## config.mk

```make
export PLATFORM = sky130hd
export DESIGN_NAME = vic_core
export DESIGN_NICKNAME = d
export VERILOG_FILES = /design/src/rtl/vic_pkg.sv /design/src/rtl/vic_core.sv
export SDC_FILE = /design/constraint.sdc
export NUM_CORES = 1
export LEC_CHECK = 0
export BUFFER_PORTS_ARGS = -buffer_cell sky130_fd_sc_hd__buf_4
export CAP_MARGIN = 20
export CELL_PAD_IN_SITES_DETAIL_PLACEMENT = 1
export CELL_PAD_IN_SITES_GLOBAL_PLACEMENT = 2
export CORE_ASPECT_RATIO = 0.9
export CORE_MARGIN = 8
export CORE_UTILIZATION = 34
export DETAILED_ROUTE_END_ITERATION = 10
export GPL_ROUTABILITY_DRIVEN = 0
export PLACE_DENSITY_LB_ADDON = 0.1
export SETUP_SLACK_MARGIN = 0.15
export SYNTH_ARGS = -nofsm -noshare
export SYNTH_HDL_FRONTEND = slang
export SYNTH_SLANG_ARGS = --single-unit
```

## constraint.sdc

```tcl
create_clock -name aclk -period 3.3 [get_ports aclk]
set_input_delay 0.165 -clock aclk [delete_from_list [all_inputs] [get_ports aclk]]
set_output_delay 0.165 -clock aclk [all_outputs]
set_load 0.005 [all_outputs]
```

## src/rtl/vic_pkg.sv

```systemverilog
package vic_pkg;

  // ==========================================================================
  // source numbering, fixed tie-break order
  // ==========================================================================
  localparam int unsigned NUM_SRC       = 16;
  localparam int unsigned SRC_W         = 4;
  localparam logic [3:0]  SRC_EXT0      = 4'h0;
  localparam logic [3:0]  SRC_TMR0      = 4'h1;
  localparam logic [3:0]  SRC_EXT1      = 4'h2;
  localparam logic [3:0]  SRC_TMR1      = 4'h3;

  // ==========================================================================
  // vector addresses
  // ==========================================================================
  localparam logic [15:0] VEC_RESET     = 16'h0000;
  localparam logic [15:0] VEC_BASE      = 16'h0003;
  localparam int unsigned VEC_SHIFT     = 3;

  // ==========================================================================
  // timer control register bit positions
  // ==========================================================================
  localparam int unsigned TIMER_CONTROL_REG_EXT0_BIT = 1;
  localparam int unsigned TIMER_CONTROL_REG_EXT1_BIT = 3;
  localparam int unsigned TIMER_CONTROL_REG_TMR0_BIT = 5;
  localparam int unsigned TIMER_CONTROL_REG_TMR1_BIT = 7;

  // ==========================================================================
  // register map (axi4-lite byte offsets)
  // ==========================================================================
  localparam logic [7:0] ADDR_CTRL      = 8'h00;
  localparam logic [7:0] ADDR_ENABLE    = 8'h04;
  localparam logic [7:0] ADDR_PRIO      = 8'h08;
  localparam logic [7:0] ADDR_EXTCFG    = 8'h0c;
  localparam logic [7:0] ADDR_TIMER_CONTROL_REG      = 8'h10;
  localparam logic [7:0] ADDR_STATUS    = 8'h14;
  localparam logic [1:0] RESP_OKAY      = 2'h0;
  localparam logic [1:0] RESP_SLVERR    = 2'h2;

  // extcfg fields
  localparam int unsigned CFG_PIN0_LSB  = 0;
  localparam int unsigned CFG_POL0_BIT  = 3;
  localparam int unsigned CFG_PIN1_LSB  = 4;
  localparam int unsigned CFG_POL1_BIT  = 7;
  localparam int unsigned CFG_TRG0_BIT  = 8;
  localparam int unsigned CFG_TRG1_BIT  = 9;
  localparam int unsigned PIN_SEL_W     = 3;

  // ==========================================================================
  // timing in system clock cycles
  // ==========================================================================
  localparam logic [2:0] CALL_CYCLES    = 3'h4;

  typedef enum logic [3:0] {
    VIC_IDLE  = 4'b0001,
    VIC_CALL  = 4'b0010,
    VIC_RETW  = 4'b0100,
    VIC_HOLD  = 4'b1000
  } vic_state_t;

endpackage

```

## src/rtl/vic_core.sv

```systemverilog
`timescale 1ns/1ps
`default_nettype none

module vic_core #(
  parameter int unsigned PORT_PINS = 8
) (
  input  wire logic                  aclk,
  input  wire logic                  aresetn,
  // axi4-lite slave
  input  wire logic [7:0]            s_axi_awaddr,
  input  wire logic                  s_axi_awvalid,
  output logic                       s_axi_awready,
  input  wire logic [31:0]           s_axi_wdata,
  input  wire logic [3:0]            s_axi_wstrb,
  input  wire logic                  s_axi_wvalid,
  output logic                       s_axi_wready,
  output logic [1:0]                 s_axi_bresp,
  output logic                       s_axi_bvalid,
  input  wire logic                  s_axi_bready,
  input  wire logic [7:0]            s_axi_araddr,
  input  wire logic                  s_axi_arvalid,
  output logic                       s_axi_arready,
  output logic [31:0]                s_axi_rdata,
  output logic [1:0]                 s_axi_rresp,
  output logic                       s_axi_rvalid,
  input  wire logic                  s_axi_rready,
  // port pins, observed only
  input  wire logic [PORT_PINS-1:0]  port_pins,
  // peripheral pending flags, sources 0..15 (0 and 2 are internal)
  input  wire logic [15:0]           periph_pending,
  output logic                       timer_zero_clear,
  output logic                       timer_one_clear,
  // cpu sequencer
  input  wire logic                  instr_done,
  input  wire logic                  return_from_service_done,
  input  wire logic                  cpu_stall,
  output logic                       long_call_to_vector,
  output logic [15:0]                vector_addr,
  output logic                       call_busy
);

  // ==========================================================================
  // registers
  // ==========================================================================
  logic        global_irq_gate_q;
  logic [15:0] enable_q;
  logic [15:0] prio_q;
  logic [9:0]  extcfg_q;
  logic        ext_zero_pending_q;
  logic        ext_one_pending_q;
  logic        ext_zero_edge_q;
  logic        ext_one_edge_q;

  // ==========================================================================
  // pin synchronisers and selection
  // ==========================================================================
  logic [PORT_PINS-1:0] pin_meta_q;
  logic [PORT_PINS-1:0] pin_sync_q;
  logic                 ext_irq_zero_input;
  logic                 ext_irq_one_input;
  logic                 ext_zero_active;
  logic                 ext_one_active;
  logic                 ext_zero_act_q;
  logic                 ext_one_act_q;
  logic                 ext_zero_polarity;
  logic                 ext_one_polarity;
  logic                 ext_zero_trigger_type;
  logic                 ext_one_trigger_type;

  always_ff @(posedge aclk)
  begin
    if (!aresetn)
    begin
      // pins idle high, the default active-low sense: no false edge after reset
      pin_meta_q <= '1;
      pin_sync_q <= '1;
    end
    else
    begin
      pin_meta_q <= port_pins;
      pin_sync_q <= pin_meta_q;
    end
  end

  assign ext_zero_polarity     = extcfg_q[vic_pkg::CFG_POL0_BIT];
  assign ext_one_polarity      = extcfg_q[vic_pkg::CFG_POL1_BIT];
  assign ext_zero_trigger_type = extcfg_q[vic_pkg::CFG_TRG0_BIT];
  assign ext_one_trigger_type  = extcfg_q[vic_pkg::CFG_TRG1_BIT];
  // read-only tap on the pin, so a crossbar peripheral keeps the pin
  assign ext_irq_zero_input = pin_sync_q[extcfg_q[vic_pkg::CFG_PIN0_LSB +: vic_pkg::PIN_SEL_W]];
  assign ext_irq_one_input  = pin_sync_q[extcfg_q[vic_pkg::CFG_PIN1_LSB +: vic_pkg::PIN_SEL_W]];
  assign ext_zero_active = ~(ext_irq_zero_input ^ ext_zero_polarity);
  assign ext_one_active  = ~(ext_irq_one_input ^ ext_one_polarity);

  always_ff @(posedge aclk)
  begin
    if (!aresetn)
    begin
      ext_zero_act_q <= 1'b0;
      ext_one_act_q  <= 1'b0;
    end
    else
    begin
      ext_zero_act_q <= ext_zero_active;
      ext_one_act_q  <= ext_one_active;
    end
  end

  // ==========================================================================
  // arbitration
  // ==========================================================================
  logic [15:0] pend_all;
  logic [15:0] req;
  logic [15:0] req_hi;
  logic [15:0] req_lo;
  logic        any_hi;
  logic        any_lo;
  logic [3:0]  win_hi;
  logic [3:0]  win_lo;
  logic        run_lo_q;
  logic        run_hi_q;
  logic        allow_hi;
  logic        allow_lo;
  logic        grant;
  logic [3:0]  grant_src;
  logic        grant_hi;

  always_comb
  begin
    pend_all = periph_pending;
    pend_all[vic_pkg::SRC_EXT0] = ext_zero_pending_q;
    pend_all[vic_pkg::SRC_EXT1] = ext_one_pending_q;
  end

  assign req    = pend_all & enable_q & {16{global_irq_gate_q}};
  assign req_hi = req & prio_q;
  assign req_lo = req & ~prio_q;
  assign any_hi = |req_hi;
  assign any_lo = |req_lo;

  // lowest index wins inside a level
  always_comb
  begin
    win_hi = '0;
    win_lo = '0;
    for (int i = vic_pkg::NUM_SRC - 1; i >= 0; i--)
    begin
      if (req_hi[i]) win_hi = 4'(i);
      if (req_lo[i]) win_lo = 4'(i);
    end
  end

  vic_pkg::vic_state_t state_q;
  logic [2:0]          call_cnt_q;
  logic [3:0]          call_src_q;

  // high only blocked by a running high routine; low by any running routine
  assign allow_hi  = ~run_hi_q;
  assign allow_lo  = ~run_hi_q & ~run_lo_q;
  assign grant     = (state_q == vic_pkg::VIC_IDLE) && !cpu_stall && instr_done &&
                     ((any_hi && allow_hi) || (any_lo && allow_lo));
  assign grant_hi  = any_hi && allow_hi;
  assign grant_src = grant_hi ? win_hi : win_lo;

  // ==========================================================================
  // vectoring sequence
  // ==========================================================================
  always_ff @(posedge aclk)
  begin
    if (!aresetn)
    begin
      state_q    <= vic_pkg::VIC_IDLE;
      call_cnt_q <= '0;
      call_src_q <= '0;
    end
    else
    begin
      case (state_q)
        vic_pkg::VIC_IDLE:
        begin
          // no call in the return cycle; the next boundary is one instruction on
          if (grant && !return_from_service_done)
          begin
            call_src_q <= grant_src;
            call_cnt_q <= vic_pkg::CALL_CYCLES - 3'h1;
            state_q    <= vic_pkg::VIC_CALL;
          end
        end
        vic_pkg::VIC_CALL:
        begin
          // a stall freezes the call, so latency grows by the stall
          if (!cpu_stall)
          begin
            if (call_cnt_q == 3'h1)
              state_q <= vic_pkg::VIC_IDLE;
            call_cnt_q <= call_cnt_q - 3'h1;
          end
        end
        default:
          state_q <= vic_pkg::VIC_IDLE;
      endcase
    end
  end

  // nesting tracker: at most one low and one high routine live
  always_ff @(posedge aclk)
  begin
    if (!aresetn)
    begin
      run_lo_q <= 1'b0;
      run_hi_q <= 1'b0;
    end
    else if (state_q == vic_pkg::VIC_IDLE && return_from_service_done)
    begin
      if (run_hi_q)
        run_hi_q <= 1'b0;
      else
        run_lo_q <= 1'b0;
    end
    else if (state_q == vic_pkg::VIC_IDLE && grant)
    begin
      if (grant_hi)
        run_hi_q <= 1'b1;
      else
        run_lo_q <= 1'b1;
    end
  end

  logic vec_fire;
  assign vec_fire = (state_q == vic_pkg::VIC_IDLE) && grant && !return_from_service_done;

  always_ff @(posedge aclk)
  begin
    if (!aresetn)
    begin
      long_call_to_vector <= 1'b0;
      vector_addr         <= vic_pkg::VEC_RESET;
      timer_zero_clear    <= 1'b0;
      timer_one_clear     <= 1'b0;
    end
    else
    begin
      long_call_to_vector <= state_q == vic_pkg::VIC_CALL && !cpu_stall &&
                             call_cnt_q == 3'h1;
      if (vec_fire)
        vector_addr <= vic_pkg::VEC_BASE + ({12'h000, grant_src} << vic_pkg::VEC_SHIFT);
      timer_zero_clear <= vec_fire && grant_src == vic_pkg::SRC_TMR0;
      timer_one_clear  <= vec_fire && grant_src == vic_pkg::SRC_TMR1;
    end
  end

  assign call_busy = state_q != vic_pkg::VIC_IDLE;

  // ==========================================================================
  // axi4-lite slave
  // ==========================================================================
  logic       aw_hold_q;
  logic       w_hold_q;
  logic [7:0] aw_addr_q;
  logic [31:0] w_data_q;
  logic [3:0] w_strb_q;
  logic       wr_go;
  logic       wr_timer_control_reg;
  logic       wr_hit;

  assign s_axi_awready = ~aw_hold_q & ~s_axi_bvalid;
  assign s_axi_wready  = ~w_hold_q & ~s_axi_bvalid;
  assign wr_go   = aw_hold_q & w_hold_q & ~s_axi_bvalid;
  assign wr_timer_control_reg = wr_go && aw_addr_q == vic_pkg::ADDR_TIMER_CONTROL_REG && w_strb_q[0];
  assign wr_hit  = aw_addr_q == vic_pkg::ADDR_CTRL || aw_addr_q == vic_pkg::ADDR_ENABLE ||
                   aw_addr_q == vic_pkg::ADDR_PRIO || aw_addr_q == vic_pkg::ADDR_EXTCFG ||
                   aw_addr_q == vic_pkg::ADDR_TIMER_CONTROL_REG || aw_addr_q == vic_pkg::ADDR_STATUS;

  always_ff @(posedge aclk)
  begin
    if (!aresetn)
    begin
      aw_hold_q    <= 1'b0;
      w_hold_q     <= 1'b0;
      aw_addr_q    <= '0;
      w_data_q     <= '0;
      w_strb_q     <= '0;
      s_axi_bvalid <= 1'b0;
      s_axi_bresp  <= vic_pkg::RESP_OKAY;
    end
    else
    begin
      if (s_axi_awvalid && s_axi_awready)
      begin
        aw_hold_q <= 1'b1;
        aw_addr_q <= s_axi_awaddr;
      end
      if (s_axi_wvalid && s_axi_wready)
      begin
        w_hold_q <= 1'b1;
        w_data_q <= s_axi_wdata;
        w_strb_q <= s_axi_wstrb;
      end
      if (wr_go)
      begin
        aw_hold_q    <= 1'b0;
        w_hold_q     <= 1'b0;
        s_axi_bvalid <= 1'b1;
        s_axi_bresp  <= wr_hit ? vic_pkg::RESP_OKAY : vic_pkg::RESP_SLVERR;
      end
      else if (s_axi_bvalid && s_axi_bready)
        s_axi_bvalid <= 1'b0;
    end
  end

  // control registers, byte-lane writes
  always_ff @(posedge aclk)
  begin
    if (!aresetn)
    begin
      global_irq_gate_q <= 1'b0;
      enable_q          <= '0;
      prio_q            <= '0;
      extcfg_q          <= '0;
    end
    else if (wr_go)
    begin
      if (aw_addr_q == vic_pkg::ADDR_CTRL && w_strb_q[0])
        global_irq_gate_q <= w_data_q[0];
      for (int b = 0; b < 2; b++)
      begin
        if (w_strb_q[b] && aw_addr_q == vic_pkg::ADDR_ENABLE)
          enable_q[b*8 +: 8] <= w_data_q[b*8 +: 8];
        if (w_strb_q[b] && aw_addr_q == vic_pkg::ADDR_PRIO)
          prio_q[b*8 +: 8] <= w_data_q[b*8 +: 8];
      end
      if (aw_addr_q == vic_pkg::ADDR_EXTCFG && w_strb_q[0])
        extcfg_q[7:0] <= w_data_q[7:0];
      if (aw_addr_q == vic_pkg::ADDR_EXTCFG && w_strb_q[1])
        extcfg_q[9:8] <= w_data_q[9:8];
    end
  end

  // external pending flags; a hardware set beats a software clear
  logic ext_zero_rise;
  logic ext_one_rise;
  logic clr_ext0;
  logic clr_ext1;
  assign ext_zero_rise = ext_zero_active & ~ext_zero_act_q;
  assign ext_one_rise  = ext_one_active & ~ext_one_act_q;
  assign clr_ext0 = vec_fire && grant_src == vic_pkg::SRC_EXT0;
  assign clr_ext1 = vec_fire && grant_src == vic_pkg::SRC_EXT1;

  always_ff @(posedge aclk)
  begin
    if (!aresetn)
    begin
      ext_zero_edge_q <= 1'b0;
      ext_one_edge_q  <= 1'b0;
    end
    else
    begin
      if (ext_zero_rise)
        ext_zero_edge_q <= 1'b1;
      else if (clr_ext0 || (wr_timer_control_reg && !w_data_q[vic_pkg::TIMER_CONTROL_REG_EXT0_BIT]))
        ext_zero_edge_q <= 1'b0;
      else if (wr_timer_control_reg)
        ext_zero_edge_q <= 1'b1;
      if (ext_one_rise)
        ext_one_edge_q <= 1'b1;
      else if (clr_ext1 || (wr_timer_control_reg && !w_data_q[vic_pkg::TIMER_CONTROL_REG_EXT1_BIT]))
        ext_one_edge_q <= 1'b0;
      else if (wr_timer_control_reg)
        ext_one_edge_q <= 1'b1;
    end
  end

  always_comb
  begin
    ext_zero_pending_q = ext_zero_trigger_type ? ext_zero_edge_q : ext_zero_act_q;
    ext_one_pending_q  = ext_one_trigger_type ? ext_one_edge_q : ext_one_act_q;
  end

  // read channel
  logic [31:0] rd_word;
  logic        rd_hit;
  logic [7:0]  timer_control_reg;

  always_comb
  begin
    timer_control_reg = '0;
    timer_control_reg[vic_pkg::TIMER_CONTROL_REG_EXT0_BIT] = ext_zero_pending_q;
    timer_control_reg[vic_pkg::TIMER_CONTROL_REG_EXT1_BIT] = ext_one_pending_q;
    timer_control_reg[vic_pkg::TIMER_CONTROL_REG_TMR0_BIT] = periph_pending[vic_pkg::SRC_TMR0];
    timer_control_reg[vic_pkg::TIMER_CONTROL_REG_TMR1_BIT] = periph_pending[vic_pkg::SRC_TMR1];
    rd_hit  = 1'b1;
    rd_word = '0;
    case (s_axi_araddr)
      vic_pkg::ADDR_CTRL:   rd_word = {31'h0, global_irq_gate_q};
      vic_pkg::ADDR_ENABLE: rd_word = {16'h0, enable_q};
      vic_pkg::ADDR_PRIO:   rd_word = {16'h0, prio_q};
      vic_pkg::ADDR_EXTCFG: rd_word = {22'h0, extcfg_q};
      vic_pkg::ADDR_TIMER_CONTROL_REG:   rd_word = {24'h0, timer_control_reg};
      vic_pkg::ADDR_STATUS: rd_word = {4'h0, state_q, call_src_q,
                                       2'h0, run_hi_q, run_lo_q, req};
      default:              rd_hit  = 1'b0;
    endcase
  end

  assign s_axi_arready = ~s_axi_rvalid;

  always_ff @(posedge aclk)
  begin
    if (!aresetn)
    begin
      s_axi_rvalid <= 1'b0;
      s_axi_rdata  <= '0;
      s_axi_rresp  <= vic_pkg::RESP_OKAY;
    end
    else if (s_axi_arvalid && s_axi_arready)
    begin
      s_axi_rvalid <= 1'b1;
      s_axi_rdata  <= rd_word;
      s_axi_rresp  <= rd_hit ? vic_pkg::RESP_OKAY : vic_pkg::RESP_SLVERR;
    end
    else if (s_axi_rvalid && s_axi_rready)
      s_axi_rvalid <= 1'b0;
  end

endmodule

`default_nettype wire

```

# == Word level (Yosys, flattened, before mapping) ==
# Cells that the tools add are included.
# op_classes
bitwise_logic,25
mux,63
addsub,2
eq_ne,22
order_cmp,2
reduce_logical,69
# op_table
op,count
28-bit case mux with 6 select lines,1
4-bit two-way mux,36
16-bit bitwise AND,4
8-bit by 4-bit equality test with 1-bit output (second input constant),4
8-bit by 5-bit equality test with 1-bit output (second input constant),4
16-bit OR reduction,2
1-bit logical AND,31
1-bit two-way mux,18
2-bit AND reduction,9
8-bit by 3-bit equality test with 1-bit output (second input constant),2
8-bit zero test,2
16-bit inverter,1
4-bit by 2-bit equality test with 1-bit output (second input constant),3
1-bit inverter,11
3-bit AND reduction,3
2-bit by 7-bit adder with 8-bit output (first input constant),1
4-bit by 1-bit equality test with 1-bit output (second input constant),2
1-bit logical OR,8
3-bit by 4-bit < comparator with 1-bit output (second input constant),2
4-bit case mux with 2 select lines,1
2-bit nonzero test,4
1-bit bitwise AND,7
1-bit binary-select mux with 3-bit select,2
3-bit two-way mux,2
other kinds (13),23
# totals
ff_bits,161
elab_cells,215
out_inout_bits,61

# == Longest topological paths before layout ==
# Gate-level depths: netlist of the first run.
# logic_depth
ltp_word,26
depth_mapped,10
ltp_nobuf,7

# == Worst setup path before layout of the first run ==
# No wires, ideal clock.
# synth_path
kind,register -> register
start,register extcfg_q[9]
end,register timer_one_clear
setup_ns,0.087
arrival_ns,1.961
required_ns,3.213
synth_period_minus_slack_ns,2.048
slack_ns,1.252
n_path_buf,0
stages_incl_launch_ff,8
cell_sequence,dfxtp_1 mux2_4 a41o_1 nor3_4 a21oi_2 and3_4 a211o_4 nor4b_2
# synth_between
elab_chain_len,11
elab_cells_between_ends,22
cone_classes,eq/ne (1); mux (8); bitwise (4); reduce/logical (9)
# synth_lines
element,line_no,rtl
from (decl),vic_core.sv:48,logic [9:0] extcfg_q;
from (signal assigned),vic_core.sv:335,extcfg_q[9:8] <= w_data_q[9:8];
1-bit two-way mux (*),vic_core.sv:376,ext_one_pending_q = ext_one_trigger_type ? ext_one_edge_q : ext_one_act_q;
16-bit bitwise AND (*) (2 in a row),vic_core.sv:135,assign req = pend_all & enable_q & {16{global_irq_gate_q}};
"parallel branches: the longest is 7 deep, another holds 16-bit bitwise AND",--,
1-bit logical AND (*),vic_core.sv:248,timer_one_clear <= vec_fire && grant_src == vic_pkg::SRC_TMR1;
to (signal assigned),vic_core.sv:248,
to (decl),vic_core.sv:32,"output logic timer_one_clear,"
# Mark *: on every way between the ends.
# A chain may end at the register's enable or synchronous reset.

# == Worst setup path after layout of the first run ==
# layout_path
start,register global_irq_gate_q
end,register call_src_q[0]
# layout_between
elab_chain_len,19
elab_cells_between_ends,44
cone_classes,mux (33); bitwise (3); reduce/logical (8)
# layout_lines
element,line_no,rtl
from (decl),vic_core.sv:45,logic global_irq_gate_q;
from (signal assigned),vic_core.sv:324,global_irq_gate_q <= w_data_q[0];
16-bit bitwise AND (*),vic_core.sv:135,
16-bit bitwise AND (on tied branches),"vic_core.sv:137, vic_core.sv:136",
4-bit two-way mux (on tied branches) (16 in a row),"vic_core.sv:149, vic_core.sv:148",
4-bit two-way mux,vic_core.sv:163,assign grant_src = grant_hi ? win_hi : win_lo;
to (signal assigned),vic_core.sv:184,call_src_q <= grant_src;
to (decl),vic_core.sv:155,logic [3:0] call_src_q;
# Every way passes the cells marked *; elsewhere a longest branch is shown, timed or not.

==> impl_metrics.tcl, run 1 <==
set metrics [dict create \
    antenna_found_initial 0 \
    drtIter0Drc 252 \
    layout-drive-gt1-share_pct 19.2 \
    ys_seq_area_share_pct 43.3 \
    hold_viol_final 0 \
    viasPerCell 5.16 \
    fin_crit_ns 2.67 \
    synth.distinct_cells 66 \
    worst-path-buf-inv 1 \
    finClkSkew_ns 0.0110 \
    cp-start-kind "flip-flop" \
    max_slew_margin_pct 23.1 \
    hpwl_um 15100 \
    maxClockFrequency_mhz 374 \
    syn_inst 749 \
    setup_tns_ns 0 \
    hold_class "input pin to flip-flop" \
    ant_nets 0 \
    crit_path_top_delay_cell "a21boi_2" \
    setup_viol 0 \
    synth_warnings 0 \
    critPathMostFrequentCell "o22ai_1" \
    syn_avg_cell_area_um2 8.52 \
    wl_per_cell_um 18.0 \
    first_pass_iters 4 \
    grt_max_degree 71 \
    synth_edf_count 0 \
    clk_latency_ns 0.43 \
    gr-usage-all-layers_pct 17.5 \
    worstPathMaxFanout 56 \
    finalPower_mw 3.90 \
    core_area_um2 18400 \
    cp.required_ns 3.65 \
    h-tree-depth 4 \
    cts_sinks 138 \
    dieArea_um2 23400 \
    end_kind "flip-flop" \
    rows 47 \
    syn_to_final_growth_pct 28.2 \
    synth_ff_type "dfxtp_1" \
    cts_buffer_depth 2 \
    crit_family "compound AO/OA/AOI/OAI gates" \
    antenna_cells 0 \
    grt_pass1_vias 6091 \
    dpl.cell_count 1064 \
    path_clk_slew_ns 0.07 \
    power_density_nw_per_um2 476 \
    path_class "flip-flop to flip-flop" \
    cts-buffers-inserted 17 \
    layout.nets 959 \
    drcViolationCount 0 \
    maxSlewViolCount 0 \
    cts_root_buffer "clkbuf_16" \
    chipWidth_um 160 \
    slowest_delay_ns 0.58 \
    cts_tree "done" \
    grt_pass1_wl_um 32800 \
    leakage_nw 3.43 \
    maxCapViolCount 0 \
    die_y_um 146 \
    final_cells 1129 \
    wirelength_um 20300 \
    syn_area_um2 6380 \
    io_pins 147 \
    critPathArrivalTime_ns 3.02 \
    via_count 5820 \
    io_buffers 106 \
    crit_chain "buf_4 -> nand3_1 -> o22ai_1 -> nor4_1 -> a21o_1 -> a21boi_2 -> nand2_1 -> o22ai_1" \
    ys_async_sr_fraction_pct 0 \
    fin_crit_sh_pct 81.0 \
    status "finished clean" \
    rsz0062_at_grt "false" \
    initial_utilization_pct 34.7 \
    tightest_slew_ns 1.14 \
    synth_seq_cells 138 \
    overflow 0 \
    ir_drop_mv 0.330 \
]
## sequential cells by signal, indices dropped and copies added, names as in the netlist, 5 cells and up
name,flops
extcfg_q,10
w_data_q,16
s_axi_rdata,24
pin_sync_q,8
enable_q,16
prio_q,16
pin_meta_q,8
vector_addr,5
aw_addr_q,8
## layout by cell type (no fill, tap or decap), types with 4 or more instances in the layout
cell type | Yosys | routed
dfxtp_1 | 138 | 138
nand2_1 | 122 | 122
buf_4 | 23 | 111
nor2_1 | 92 | 92
mux2i_1 | 48 | 48
a21oi_1 | 45 | 45
dlygate4sd3_1 | 0 | 33
o21ai_0 | 24 | 24
nand2b_1 | 22 | 22
nand4_1 | 21 | 21
conb_1 | 1 | 20
nand3_1 | 18 | 18
clkbuf_16 | 0 | 17
a22oi_1 | 16 | 16
nor3_1 | 10 | 10
inv_1 | 9 | 9
a31oi_1 | 9 | 9
a211oi_1 | 8 | 8
nor3b_1 | 7 | 7
nand4b_1 | 7 | 7
a32oi_1 | 7 | 7
inv_6 | 0 | 7
and4b_1 | 6 | 6
o21ai_1 | 5 | 5
and4_1 | 4 | 4
mux4_2 | 4 | 4
a32o_1 | 4 | 4
## per-layer routing
layer	global-route usage, %	vias to the layer above	routed length (um)	share of wire (%)
met4	5.65	0	329	1.6
met1	22.0	2808	9520	47
met2	28.4	139	9470	47
met3	4.86	18	961	4.7
met5	0	-	0	0
li1	-	2855	-	-
## cell families after synthesis
logic type / after synthesis / share of synthesized area, %
adder cells (fa/ha/maj): 2 / 0.392
AND/OR/NAND/NOR: 333 / 25.5
flip-flops: 138 / 43.3
AO/OA/AOI/OAI: 143 / 14.6
XOR/XNOR: 4 / 0.549
other: 1 / 0.0587
multiplexers: 56 / 9.70
buffers and inverters: 72 / 5.92
## cells in the mapped netlist, types with 3 or more instances
cell type  number  area [um2]
a211oi_1        8        60.1
a21oi_1        45         225
a22oi_1        16         120
a31oi_1         9        56.3
a32o_1          4        40.0
a32oi_1         7        61.3
a41o_1          3        30.0
and2_1          3        18.8
and4_1          4        35.0
and4b_1         6        60.1
buf_1           4        15.0
buf_2           5        25.0
buf_4          23         173
clkbuf_1       27         101
dfxtp_1       138        2760
inv_1           9        33.8
mux2_2          3        33.8
mux2i_1        48         480
mux4_2          4        90.1
nand2_1       122         458
nand2b_1       22         138
nand3_1        18        90.1
nand4_1        21         131
nand4b_1        7        61.3
nor2_1         92         345
nor2b_1         3        18.8
nor3_1         10        50.1
nor3b_1         7        52.6
o21ai_0        24         120
o21ai_1         5        25.0
o22ai_1         3        18.8
xor2_1          3        26.3
## tightest hold or removal path: cells and delay by family
| family | cells | cell delay, ns |
|---|---|---|
| and+or+nand+nor | 1 | 0.06 |
| buffers and inverters | 1 | 0.11 |
| AOI/OAI and AO/OA | 1 | 0.06 |
## cell type report
cell class | instances | area [um2]
Fill cell | 2169 | 10200
Sequential cell | 138 | 2760
Tap cell | 245 | 307
Inverter | 11 | 41.3
Clock buffer | 17 | 425
Multi-Input combinational cell | 558 | 3310
Clock inverter | 15 | 151
Timing Repair Buffer | 145 | 1180
## final timing paths
path | start | to | slack, ns | cells after the start
setup / recovery | global_irq_gate_q | call_src_q[0] | 0.63 | 8
setup reg to reg | global_irq_gate_q | call_src_q[0] | 0.63 | 8
hold / removal | s_axi_wdata[11] | w_data_q[11] | 0.02 | 3
hold reg to reg | pin_meta_q[0] | pin_sync_q[0] | 0.41 | 1
## stage by stage
stage	hold slack, ns	worst slack [ns]	utilization [%]	area (um2)
2_1_floorplan	0.264	1.25	-	6450
3_3_place_gp	0.348	0.813	39.5	7280
3_5_place_dp	0.352	0.624	39.5	7280
6_report	0.0194	0.626	44.5	8190
5_1_grt	0.0104	0.339	44.5	8190
4_1_cts	0.000425	0.602	44.4	8180
## power by group
part	internal, mW	switching, mW
Combinational	0.131	0.149
Sequential	1.71	0.0326
Clock	1.06	0.816
Total	2.90	0.997
## what timing repair did
action                                  CTS  global route
hold endpoints to repair                 32             1
resized for setup                         0             0
buffers inserted                          0             0
endpoints found under the setup margin    0             0
hold buffers                             32             1
No activity file was read; power rests on OpenSTA's default activity.
==> run 2, diff against run 1 <==
--- a/config.mk
+++ b/config.mk
@@ -5,13 +5,14 @@
 export SDC_FILE = /design/constraint.sdc
 export NUM_CORES = 1
 export LEC_CHECK = 0
+export ABC_AREA = 1
 export BUFFER_PORTS_ARGS = -buffer_cell sky130_fd_sc_hd__buf_4
 export CAP_MARGIN = 20
 export CELL_PAD_IN_SITES_DETAIL_PLACEMENT = 1
 export CELL_PAD_IN_SITES_GLOBAL_PLACEMENT = 2
 export CORE_ASPECT_RATIO = 0.9
 export CORE_MARGIN = 8
-export CORE_UTILIZATION = 34
+export CORE_UTILIZATION = 30
 export DETAILED_ROUTE_END_ITERATION = 10
 export GPL_ROUTABILITY_DRIVEN = 0
 export PLACE_DENSITY_LB_ADDON = 0.1
==> constraint.sdc (replaced) <==
create_clock -name aclk -period 2.7 [get_ports aclk]
set_input_delay 0.135 -clock aclk [delete_from_list [all_inputs] [get_ports aclk]]
set_output_delay 0.135 -clock aclk [all_outputs]
set_load 0.005 [all_outputs]
==> run 2 against run 1 <==
Hold slack improved by 0.0045 ns. Sequential share of layout area shrank 0.76 points. Utilization shrank 4.3 points. Non-clock buffer count increased by 13. Critical path depth rose by 7. Area after synthesis is 0.14% higher. Sequential cell count unchanged. Via count grew 2.2%. Die area up 12%. Combinational power up 40%. Largest cell class unchanged.
==> impl_metrics.tcl, run 2 <==
set metrics [dict create \
    syn_avg_cell_area_um2 7.31 \
    gr-usage-all-layers_pct 15.6 \
    wirelength_um 20100 \
    drtIter0Drc 302 \
    crit_family "simple AND/OR/NAND/NOR gates" \
    maxCapViolCount 0 \
    yosysTopAreaCellShare_pct 43.2 \
    die_y_um 154 \
    clk_latency_ns 0.43 \
    cts_sinks 138 \
    dpl.cell_count 1248 \
    dr_wl_met3_um 1100 \
    worst-path-buf-inv 0 \
    largest_reg_flops 24 \
    setup_tns_ns 0 \
    pre_cts_ws_ns 0.381 \
    finClkSkew_ns 0.00838 \
    power_density_nw_per_um2 583 \
    cts_root_buffer "clkbuf_16" \
    synthTopCellsByCount "161 x nand2_1, 138 x dfxtp_1, 111 x a21oi_1" \
    cts_tree "done" \
    critPathArrivalTime_ns 2.56 \
    hold_class "input pin to flip-flop" \
    rsz0062_at_grt "false" \
    final_common_cell "nand2_1" \
    chipWidth_um 170 \
    cp.required_ns 3.02 \
    crit_chain "nor2_1 -> a21oi_1 -> nor2_4 -> nand2_2 -> nand2_1 -> nor2_2 -> nand3_4 -> nand2_4 -> nor2_1 -> nand3_1 -> nand2_1 -> nor2_4 -> nand2_1 -> o21ai_1 -> nand2_1" \
    critPathMostFrequentCell "nand2_1" \
    viasPerCell 4.53 \
    path_class "flip-flop to flip-flop" \
    fin_crit_ns 2.24 \
    initial_utilization_pct 30.7 \
    synth_warnings 0 \
    maxClockFrequency_mhz 446 \
    synth.area.top_cells "dfxtp_1 43%, nand2_1 9.5%, a21oi_1 8.7%" \
    wl_per_cell_um 15.3 \
    drcViolationCount 0 \
    layout-drive-gt1-share_pct 20.2 \
    cp-start-kind "flip-flop" \
    dieArea_um2 26200 \
    syn_inst 874 \
    synth_largest_area_cell "dfxtp_1" \
    cts_setup_buffers 0 \
    ant_nets 0 \
    top_register "s_axi_rdata" \
    yosysMostFrequentCell "nand2_1" \
    ys_async_sr_fraction_pct 0 \
    status "finished clean" \
    cts_buffer_depth 2 \
    syn_area_um2 6390 \
    final_cells 1313 \
    synth.distinct_cells 48 \
    path_clk_slew_ns 0.07 \
    dr_wl_met2_um 8710 \
    crit_path_top_delay_cell "dfxtp_1" \
    met1_length_um 10100 \
    via_count 5950 \
    io_pins 147 \
    synth_edf_count 0 \
    setup_viol 0 \
    final_cell_mix "161 x nand2_1, 138 x dfxtp_1, 124 x buf_4" \
    maxSlewViolCount 0 \
    ys_seq_area_share_pct 43.2 \
    slowest_delay_ns 0.44 \
    overflow 0 \
    cts-buffers-inserted 17 \
    antenna_found_initial 0 \
    core_area_um2 20800 \
    first_pass_iters 4 \
    synth_seq_cells 138 \
    ir_drop_mv 0.375 \
    hold_viol_final 0 \
    syn_to_final_growth_pct 31.0 \
    io_buffers 106 \
    fin_crit_sh_pct 83.0 \
    top_layer "met4" \
    synth_ff_type "dfxtp_1" \
    leakage_nw 3.56 \
    layout.nets 1102 \
    end_kind "flip-flop" \
    hpwl_um 14800 \
    worst_slack_ns 0.460 \
    rows 50 \
    worstPathMaxFanout 6 \
    max_slew_margin_pct 42.9 \
    antenna_cells 0 \
    tightest_slew_ns 0.854 \
    grt_max_degree 55 \
    h-tree-depth 4 \
    grt_pass1_wl_um 32300 \
    grt_pass1_vias 6151 \
]
[run 2: kinds of logic after synthesis]
| logic type | after synthesis | share of synthesized area [%] |
|---|---|---|
| and+or+nand+nor | 320 | 23.9 |
| AOI/OAI and AO/OA | 249 | 21.0 |
| buffers and inverters | 164 | 11.4 |
| DFF | 138 | 43.2 |
| adders and majority gates | 2 | 0.391 |
| other | 1 | 0.0587 |
[run 2: path summary, 6_finish.rpt]
| path | from | end | slack [ns] | cells after the start |
|---|---|---|---|---|
| worst max-delay path | extcfg_q[9] | ext_zero_edge_q | 0.46 | 15 |
| worst min-delay path | s_axi_wdata[4] | w_data_q[4] | 0.02 | 3 |
| worst max register to register | extcfg_q[9] | ext_zero_edge_q | 0.46 | 15 |
| worst min register to register | pin_meta_q[2] | pin_sync_q[2] | 0.41 | 1 |
[run 2: layer usage]
metal	track usage, %	vias up
met5	0	-
met3	4.10	13
met1	21.2	2722
met2	24.3	113
met4	3.58	0
li1	-	3102
[run 2: timing repair]
item,4_1_cts,5_1_grt
hold buffers,33,0
resized for setup,0,2
endpoints found under the hold margin,33,0
endpoints found under the setup margin,0,3
[run 2: cell type report]
type	count	area [um2]
clock buffers	18	439
clock inverters	14	155
fillers	2597	12500
inverters	108	413
multi-input cells	591	2970
flip-flops and latches	138	2760
well taps	286	358
repair buffers	158	1270
[run 2: worst register-to-register path: stages, from the launching register on]
cell     delay, ns
dfxtp_1       0.44
nor2_1        0.08
a21oi_1       0.32
nor2_4        0.07
nand2_2       0.09
nand2_1       0.06
nor2_2        0.20
nand3_4       0.11
nand2_4       0.11
nor2_1        0.06
nand3_1       0.07
nand2_1       0.10
nor2_4        0.14
nand2_1       0.09
o21ai_1       0.15
nand2_1       0.05
[run 2: through the flow]
| step | power, mW | instance area [um2] | utilization [%] | hold slack [ns] |
|---|---|---|---|---|
| 3_3_place_gp | 2.53 | 7440 | 35.7 | 0.321 |
| 6_report | 4.89 | 8370 | 40.2 | 0.0239 |
| 5_1_grt | 5.12 | 8370 | 40.2 | 0.0356 |
| 4_1_cts | 4.96 | 8370 | 40.2 | 0.0174 |
| 2_1_floorplan | 2.38 | 6460 | - | 0.242 |
| 3_5_place_dp | 2.54 | 7440 | 35.7 | 0.326 |
[run 2: power breakdown]
part | switching [mW] | internal, mW
Combinational | 0.217 | 0.176
Sequential | 0.0247 | 2.10
Clock | 1.03 | 1.33
Total | 1.27 | 3.61
